**src/pkg/tms_pkg.sv**
```systemverilog
package tms_pkg;
   // ==========================================
   // Clock and action timing
   localparam int          CLK_MHZ    = 250;     // Core clock rate
   localparam int          BREAK_NS   = 1000;    // Relay open time
   localparam int          SETTLE_NS  = 2000;    // Relay close settle
   localparam int          BREAK_CYC  = (BREAK_NS * CLK_MHZ + 999) / 1000;
   localparam int          SETTLE_CYC = (SETTLE_NS * CLK_MHZ + 999) / 1000;
   localparam logic [15:0] BREAK_CNT  = 16'(BREAK_CYC);
   localparam logic [15:0] SETTLE_CNT = 16'(SETTLE_CYC);

   // ==========================================
   // Register offsets
   localparam logic [4:0] A_CTRL   = 5'h00;      // Mode and commands
   localparam logic [4:0] A_SRC    = 5'h04;      // Layer sources
   localparam logic [4:0] A_ARMN   = 5'h08;      // Arm layer count
   localparam logic [4:0] A_SCANN  = 5'h0C;      // Scan layer count
   localparam logic [4:0] A_MEASN  = 5'h10;      // Measure layer count
   localparam logic [4:0] A_TIMER  = 5'h14;      // Timer interval
   localparam logic [4:0] A_STAT   = 5'h18;      // Live state

   // ==========================================
   // Control fields
   localparam int B_ADV   = 0;                   // Advanced model
   localparam int B_CONT  = 1;                   // Basic continuous
   localparam int B_INIT  = 2;                   // Initiate, write-only
   localparam int B_ABORT = 3;                   // Abort, write-only
   localparam int B_SCAN  = 4;                   // Scanner enable
   localparam int B_FUNC  = 5;                   // Function change
   localparam int F_ARM   = 0;                   // Source field lsbs
   localparam int F_SCAN  = 3;
   localparam int F_MANUAL_FIRE_KEY  = 6;

   // ==========================================
   // Reset values
   localparam logic [5:0]  CTRL_RST  = 6'h01;    // Advanced mode
   localparam logic [8:0]  SRC_RST   = 9'h000;   // All immediate
   localparam logic [15:0] CNT_RST   = 16'h0000; // Zero means infinite
   localparam logic [15:0] TIMER_RST = 16'h0100;

   // Control source selections
   typedef enum logic [2:0] {
      SRC_IMM, SRC_EXT, SRC_MAN, SRC_BUS, SRC_LINK, SRC_TIMER, SRC_HOLD
   } tms_src_e;
endpackage : tms_pkg

```
**src/verilog/tms_sequencer.sv**
```systemverilog
`timescale 1ns/1ps
module tms_sequencer
   import tms_pkg::*;
(
   input  wire logic        i_clk,
   input  wire logic        i_resetn,
   input  wire logic [4:0]  i_addr,
   input  wire logic [31:0] i_wdata,
   input  wire logic        i_wr,
   input  wire logic        i_rd,
   output logic      [31:0] o_rdata,
   input  wire logic        i_manual_fire_key,
   input  wire logic        i_external_fire_input,
   input  wire logic        i_bus_trigger,
   input  wire logic        i_bus_init,
   input  wire logic        i_link_bus_source,
   input  wire logic        i_meas_done,
   output logic             o_armed,
   output logic             o_relay_open,
   output logic             o_relay_close,
   output logic      [3:0]  o_channel,
   output logic             o_func_change,
   output logic             o_meas_start,
   output logic             o_out_manual_fire_key
);
   // ==========================================
   // State
   typedef enum logic [3:0] {
      ST_IDLE, ST_ARM, ST_SCAN, ST_MANUAL_FIRE_KEY, ST_ACT,
      ST_BRK, ST_SETL, ST_MEAS, ST_OUT
   } tms_state_e;

   tms_state_e  state_q, state_d;   // Sequencer position
   logic [5:0]  ctrl_q, ctrl_d;     // Stored control bits
   logic [8:0]  src_q, src_d;       // Three source fields
   logic [15:0] armn_q, armn_d;     // Layer limits
   logic [15:0] scann_q, scann_d;
   logic [15:0] measn_q, measn_d;
   logic [15:0] tmr_q, tmr_d;       // Timer interval
   logic [15:0] armc_q, armc_d;     // Layer pass counters
   logic [15:0] scanc_q, scanc_d;
   logic [15:0] measc_q, measc_d;
   logic [15:0] tcnt_q, tcnt_d;     // Timer elapsed count
   logic        tfirst_q, tfirst_d; // Timer first pass pending
   logic [15:0] dly_q, dly_d;       // Relay delay count
   logic        armed_q, armed_d;
   logic        ropen_q, ropen_d;
   logic        rclose_q, rclose_d;
   logic [3:0]  chan_q, chan_d;
   logic        func_q, func_d;
   logic        mstart_q, mstart_d;
   logic        otrig_q, otrig_d;
   logic [31:0] rdata_q, rdata_d;

   // Decoded command strobes
   logic        wr_ctrl, init_w, abort_w, adv;
   tms_src_e    cur_src;           // Source of the waiting layer
   logic        hit;               // Waiting layer satisfied

   assign adv     = ctrl_q[B_ADV];
   assign wr_ctrl = i_wr && (i_addr == A_CTRL);
   assign init_w  = wr_ctrl && i_wdata[B_INIT];
   assign abort_w = wr_ctrl && i_wdata[B_ABORT];

   // ==========================================
   // Event detection for the waiting layer
   always_comb begin
      case (state_q)
         ST_ARM:  cur_src = tms_src_e'(src_q[F_ARM +: 3]);
         ST_SCAN: cur_src = tms_src_e'(src_q[F_SCAN +: 3]);
         default: cur_src = tms_src_e'(src_q[F_MANUAL_FIRE_KEY +: 3]);
      endcase
      case (cur_src)
         SRC_IMM:  hit = 1'b1;
         SRC_EXT:  hit = i_external_fire_input;
         SRC_MAN:  hit = i_manual_fire_key;
         SRC_BUS:  hit = i_bus_trigger;
         // Link and hold fall back to immediate in basic mode
         SRC_LINK: hit = adv ? i_link_bus_source : 1'b1;
         // Arm layer cannot use the timer; it acts as immediate
         SRC_TIMER: hit = (state_q == ST_ARM) || tfirst_q || (tcnt_q >= tmr_q);
         SRC_HOLD: hit = !adv;
         default:  hit = 1'b1;
      endcase
   end

   // ==========================================
   // Next-state logic for the whole sequencer
   always_comb begin
      state_d  = state_q;
      ctrl_d   = ctrl_q;
      src_d    = src_q;
      armn_d   = armn_q;
      scann_d  = scann_q;
      measn_d  = measn_q;
      tmr_d    = tmr_q;
      armc_d   = armc_q;
      scanc_d  = scanc_q;
      measc_d  = measc_q;
      tfirst_d = tfirst_q;
      dly_d    = dly_q;
      armed_d  = armed_q;
      chan_d   = chan_q;
      ropen_d  = 1'b0;
      rclose_d = 1'b0;
      func_d   = 1'b0;
      mstart_d = 1'b0;
      otrig_d  = 1'b0;
      // Timer counts freely and saturates, so a long wait is safe
      tcnt_d   = (tcnt_q == 16'hFFFF) ? tcnt_q : tcnt_q + 16'h0001;

      // Register writes
      if (i_wr) begin
         case (i_addr)
            A_CTRL:  ctrl_d  = {i_wdata[B_FUNC], i_wdata[B_SCAN],
                                2'b00, i_wdata[B_CONT], i_wdata[B_ADV]};
            A_SRC:   src_d   = i_wdata[8:0];
            A_ARMN:  armn_d  = i_wdata[15:0];
            A_SCANN: scann_d = i_wdata[15:0];
            A_MEASN: measn_d = i_wdata[15:0];
            A_TIMER: tmr_d   = i_wdata[15:0];
            default: ;
         endcase
      end

      // Sequencer
      case (state_q)
         // Waits outside all layers
         ST_IDLE: begin
            if (i_manual_fire_key || i_bus_init || init_w) begin
               armed_d  = 1'b1;
               tfirst_d = 1'b1;
               state_d  = ctrl_d[B_ADV] ? ST_ARM : ST_MANUAL_FIRE_KEY;
            end
         end
         ST_ARM: begin
            if (hit) begin
               tfirst_d = 1'b1;
               state_d  = ST_SCAN;
            end
         end
         ST_SCAN: begin
            if (hit) begin
               state_d = ST_MANUAL_FIRE_KEY;
            end
         end
         ST_MANUAL_FIRE_KEY: begin
            if (!adv && ctrl_q[B_CONT]) begin
               state_d = ST_ACT;
            end else if (hit) begin
               state_d = ST_ACT;
            end
         end
         // Action entry: step the scanner first when enabled
         ST_ACT: begin
            if (ctrl_q[B_SCAN]) begin
               ropen_d = 1'b1;
               dly_d   = BREAK_CNT;
               state_d = ST_BRK;
            end else begin
               func_d   = ctrl_q[B_FUNC];
               mstart_d = 1'b1;
               state_d  = ST_MEAS;
            end
         end
         // Old channel is open; close the next only after the break
         ST_BRK: begin
            if (dly_q <= 16'h0001) begin
               rclose_d = 1'b1;
               chan_d   = chan_q + 4'h1;
               dly_d    = SETTLE_CNT;
               state_d  = ST_SETL;
            end else begin
               dly_d = dly_q - 16'h0001;
            end
         end
         // Relay settling counts as part of the action
         ST_SETL: begin
            if (dly_q <= 16'h0001) begin
               func_d   = ctrl_q[B_FUNC];
               mstart_d = 1'b1;
               state_d  = ST_MEAS;
            end else begin
               dly_d = dly_q - 16'h0001;
            end
         end
         ST_MEAS: begin
            if (i_meas_done) begin
               otrig_d = 1'b1;
               state_d = ST_OUT;
            end
         end
         // Layer counting; a limit of zero loops forever
         ST_OUT: begin
            if (!adv) begin
               state_d = ST_MANUAL_FIRE_KEY;
            end else if (measn_q == 16'h0000 ||
                         measc_q + 16'h0001 < measn_q) begin
               measc_d = measc_q + 16'h0001;
               state_d = ST_MANUAL_FIRE_KEY;
            end else begin
               measc_d = 16'h0000;
               if (scann_q == 16'h0000 ||
                   scanc_q + 16'h0001 < scann_q) begin
                  scanc_d = scanc_q + 16'h0001;
                  state_d = ST_SCAN;
               end else begin
                  scanc_d = 16'h0000;
                  if (armn_q == 16'h0000 ||
                      armc_q + 16'h0001 < armn_q) begin
                     armc_d  = armc_q + 16'h0001;
                     state_d = ST_ARM;
                  end else begin
                     armc_d  = 16'h0000;
                     armed_d = 1'b0;
                     state_d = ST_IDLE;
                  end
               end
            end
         end
         default: state_d = ST_IDLE;
      endcase

      // A timer hit restarts the interval; the arm layer has no timer
      if (hit && cur_src == SRC_TIMER && (state_q == ST_SCAN || state_q == ST_MANUAL_FIRE_KEY)) begin
         tcnt_d   = 16'h0000;
         tfirst_d = 1'b0;
      end

      // Abort overrides the next state and armed flag and empties the layer counters
      if (abort_w) begin
         state_d = ST_IDLE;
         armed_d = 1'b0;
         armc_d  = 16'h0000;
         scanc_d = 16'h0000;
         measc_d = 16'h0000;
      end
   end

   // ==========================================
   // Read data, valid the cycle after the strobe
   always_comb begin
      rdata_d = 32'h0000_0000;
      if (i_rd) begin
         case (i_addr)
            A_CTRL:  rdata_d = {26'h000_0000, ctrl_q};
            A_SRC:   rdata_d = {23'h00_0000, src_q};
            A_ARMN:  rdata_d = {16'h0000, armn_q};
            A_SCANN: rdata_d = {16'h0000, scann_q};
            A_MEASN: rdata_d = {16'h0000, measn_q};
            A_TIMER: rdata_d = {16'h0000, tmr_q};
            A_STAT:  rdata_d = {measc_q[11:0], chan_q, 11'h000,
                                armed_q, state_q};
            default: rdata_d = 32'h0000_0000;
         endcase
      end
   end

   // ==========================================
   // Registers; reset puts the bench default in place
   always_ff @(posedge i_clk) begin
      if (!i_resetn) begin
         state_q  <= ST_ARM;
         armed_q  <= 1'b1;
         ctrl_q   <= CTRL_RST;
         src_q    <= SRC_RST;
         armn_q   <= CNT_RST;
         scann_q  <= CNT_RST;
         measn_q  <= CNT_RST;
         tmr_q    <= TIMER_RST;
         armc_q   <= 16'h0000;
         scanc_q  <= 16'h0000;
         measc_q  <= 16'h0000;
         tcnt_q   <= 16'h0000;
         tfirst_q <= 1'b1;
         dly_q    <= 16'h0000;
         chan_q   <= 4'h0;
         ropen_q  <= 1'b0;
         rclose_q <= 1'b0;
         func_q   <= 1'b0;
         mstart_q <= 1'b0;
         otrig_q  <= 1'b0;
         rdata_q  <= 32'h0000_0000;
      end else begin
         state_q  <= state_d;
         armed_q  <= armed_d;
         ctrl_q   <= ctrl_d;
         src_q    <= src_d;
         armn_q   <= armn_d;
         scann_q  <= scann_d;
         measn_q  <= measn_d;
         tmr_q    <= tmr_d;
         armc_q   <= armc_d;
         scanc_q  <= scanc_d;
         measc_q  <= measc_d;
         tcnt_q   <= tcnt_d;
         tfirst_q <= tfirst_d;
         dly_q    <= dly_d;
         chan_q   <= chan_d;
         ropen_q  <= ropen_d;
         rclose_q <= rclose_d;
         func_q   <= func_d;
         mstart_q <= mstart_d;
         otrig_q  <= otrig_d;
         rdata_q  <= rdata_d;
      end
   end

   assign o_rdata       = rdata_q;
   assign o_armed       = armed_q;
   assign o_relay_open  = ropen_q;
   assign o_relay_close = rclose_q;
   assign o_channel     = chan_q;
   assign o_func_change = func_q;
   assign o_meas_start  = mstart_q;
   assign o_out_manual_fire_key    = otrig_q;

   // ==========================================
   // Checks
   logic opened_q;  // Open seen since last close
   always_ff @(posedge i_clk) begin
      if (!i_resetn) begin
         opened_q <= 1'b0;
      end else if (ropen_q) begin
         opened_q <= 1'b1;
      end else if (rclose_q) begin
         opened_q <= 1'b0;
      end
   end
endmodule : tms_sequencer

```
**config.mk**
```make
export PLATFORM = sky130hd
export DESIGN_NAME = tms_sequencer
export DESIGN_NICKNAME = d
export VERILOG_FILES = /design/src/pkg/tms_pkg.sv /design/src/verilog/tms_sequencer.sv
export SDC_FILE = /design/constraint.sdc
export NUM_CORES = 1
export LEC_CHECK = 0
export ABC_CLOCK_PERIOD_IN_PS = 7100
export BUFFER_PORTS_ARGS = -buffer_cell sky130_fd_sc_hd__buf_2
export CELL_PAD_IN_SITES_DETAIL_PLACEMENT = 0
export CELL_PAD_IN_SITES_GLOBAL_PLACEMENT = 2
export CORE_ASPECT_RATIO = 0.6
export CORE_MARGIN = 3
export CORE_UTILIZATION = 39
export CTS_BUF_LIST = sky130_fd_sc_hd__clkbuf_16
export DETAILED_ROUTE_END_ITERATION = 7
export PLACE_DENSITY_LB_ADDON = 0.1
export SYNTH_ARGS = -nofsm -noshare
export SYNTH_HDL_FRONTEND = slang
export SYNTH_SLANG_ARGS = --single-unit
```
**constraint.sdc**
```tcl
create_clock -name i_clk -period 7.1 [get_ports i_clk]
set_input_delay 0.355 -clock i_clk [delete_from_list [all_inputs] [get_ports i_clk]]
set_output_delay 0.355 -clock i_clk [all_outputs]
set_load 0.1 [all_outputs]
```
==> out/summary.txt <==
placed cell areas = 11700 µm²
Remaining DRCs = 0
first-pass GRT wire length = 53600 µm
WP data arrival = 5.01 ns
setup ws final = 2.53 ns
Slew Limit Fails = 0
R2R Setup Slk = 2.53 ns
Pwr per Cell Area = 252 nW/µm²
clk_lat worst skew = 0.52 ns
pin count of the biggest net entering global routing = 88
period utilization = 0.644
status = finished, final reports clean
Switching Share = 0.330
worst r2r src = measc_q[0]
sequential share of the synthesized area = 0.370
CP required = 7.54 ns
I/O pins = 89
WHS Endpoint = scann_q[9]
synth unique cells = 70
Post-CTS Setup Bufs = 0
worst slack at placement = 2.56 ns
Synth warnings = 0
EDFF count, synth = 0
Routed met3 length = 2330 µm
CTS Buf Count = 22
Synth top area share = 0.370
leading area contributor after synthesis = dfxtp_1
MaxCap Viol Count = 0
Final Total Pwr = 0.00311 W
CTS tree = built
Synth Flop Type = dfxtp_1
met1 WL = 18200 µm
Layout area overhead = 11.7%
most common cell in the synthesized netlist = dfxtp_1
skew final = 0.0138 ns
fraction of registers with async set/reset = 0
Avg WL per Cell = 18.9 µm
Fin. Hold Viols = 0
unrepaired setup endpoints after global routing = false
Int Power = 0.00208 W
Met2 Wirelength = 12500 µm
Clk pwr share = 0.356
fin crit period = 4.57 ns
P_sw = 0.00103 W
share of cells above drive strength 1 = 0.109
Initial Util = 0.407
final instance area = 12300 µm²
top cells by count, synth = dfxtp_1, nand2_1, a21oi_1
TNS Setup = 0 ns
Pre-antenna DRT Iters = 8
hold path start = i_wdata[9]
initial antenna violation count = 0
htree depth = 1
type of the most critical hold path = input port to flip-flop
register share of total power = 0.408
Layout Nets = 1517
drt total wl = 33600 µm
FP Rows = 46
uppermost layer routed = met4
fmax = 219 MHz
clock-pin slew on the worst setup and hold paths = 0.07 ns
Resized Gates After CTS = 0
RR Endpoint = armc_q[4]
Final setup viols = 0
cells on worst reg2reg path = 13
Area contributors post-synth = dfxtp_1, ha_1, a21oi_1
Post-Syn Nets = 1479
1st-iter DRT viols = 923
port bufs = 72
CTS Sinks = 204
maximum vdd drop = 207 µV
GP Congestion = 0.858
via count = 9746
Inserted Diodes = 0
DP HPWL = 24100 µm
clk root buf = clkbuf_16
syn_area_per_cell = 8.09 µm²
core area = 27100 µm²
Final ANT Viol Nets = 0
WS Path Type = flip-flop to flip-flop
worst-path fanout max = 20
startpoint class of the critical path = flip-flop
area of the mapped netlist = 11000 µm²
Die X = 223 µm
Comb power frac = 0.236
register bit total from synthesis = 204
CTS Hold Bufs = 0
die height = 136 µm
Least-Margin Pin Slew = 1.09 ns
via density per instance = 5.48
vias in the first global route = 9010
GRT overflow = 0
worst hold stages = 3
Total Die Area = 30400 µm²
Leak = 4.78 nW
CTS Buffer Depth = 3
hold_ws = 0.116 ns
crit end category = flip-flop
synthesized instance count = 1364
Worst slew margin = 0.275
gr usage total = 0.222
[kinds of logic after synthesis]
kind of cell | synth area share
fa+ha+maj | 0.0771
flops | 0.370
xor+xnor | 0.0651
compound gates | 0.158
buf+inv | 0.0499
mux | 0.0218
simple gates | 0.257
[how the worst max path moves through the flow]
stage | startpoint | to | slack (ns) | depth (start not counted)
floorplan | measc_q[0] | measc_q[9] | 3.57 | 14
global placement | measc_q[0] | armc_q[2] | 2.60 | 13
detailed placement | measc_q[0] | armc_q[6] | 2.56 | 12
CTS | measc_q[0] | armc_q[4] | 2.50 | 12
global route | measc_q[0] | armc_q[4] | 2.16 | 14
finish | measc_q[0] | armc_q[4] | 2.53 | 13
[flip-flops by register name, indices dropped and copies added (netlist names)]
signal                 cells
armc_q                    16
scann_q                   16
dly_q                     16
measn_q                   16
state_q                    4
o_channel                  4
o_relay_close              1
measc_q                   16
o_rdata                   32
scanc_q                   16
tmr_q                     16
o_out_manual_fire_key      1
ctrl_q                     4
o_relay_open               1
src_q                      9
o_meas_start               1
tfirst_q                   1
o_func_change              1
armn_q                    16
tcnt_q                    16
o_armed                    1
[power by group through the flow]
stage	logic (W)	clock network [W]	registers (W)
finish	0.000735	0.00111	0.00127
global route	0.000826	0.00118	0.00128
CTS	0.000735	0.00114	0.00127
detailed placement	0.000732	0	0.00129
global placement	0.000730	0	0.00129
floorplan	0.000583	0	0.00126
[routing by layer]
layer	track usage	vias up
li1	-	4875
met1	0.369	4520
met2	0.288	309
met3	0.0356	42
met4	0.0420	0
met5	0	-
[critical path, cell delays in order, from the launching register on]
cell	delay, ns
dfxtp_1	0.46
ha_1	0.28
nand3_1	0.17
nor3_1	0.68
and3_1	0.31
nand3_1	0.10
xnor2_1	0.16
ha_1	0.28
nand2_1	0.10
o41ai_2	0.41
buf_4	0.32
nand4bb_1	0.46
or3b_2	0.61
a21oi_1	0.14
[per-stage QoR]
stage	utilization	instances
finish	0.455	1777
CTS	0.455	1777
detailed placement	0.430	1738
global route	0.455	1777
global placement	0.430	1738
floorplan	-	1364
[cell usage in the layout (no fill, tap or decap), types with 24 or more instances in the layout]
cell type,count
xor2_1,47
nand2_1,179
nor2_1,105
xnor2_1,35
ha_1,68
inv_1,79
mux2i_1,24
dfxtp_1,204
buf_2,72
o21ai_0,41
and2_1,24
a21oi_1,155
nand3_1,85
[area by class of cell]
class / count / area [µm²]
Tap cell: 360 / 450
Multi-Input combinational cell: 1019 / 6410
Clock inverter: 16 / 95.1
Timing Repair Buffer: 82 / 435
Clock buffer: 23 / 576
Inverter: 73 / 275
Fill cell: 2702 / 14800
Sequential cell: 204 / 4080
Note: power is estimated with default switching activity, not from simulation.
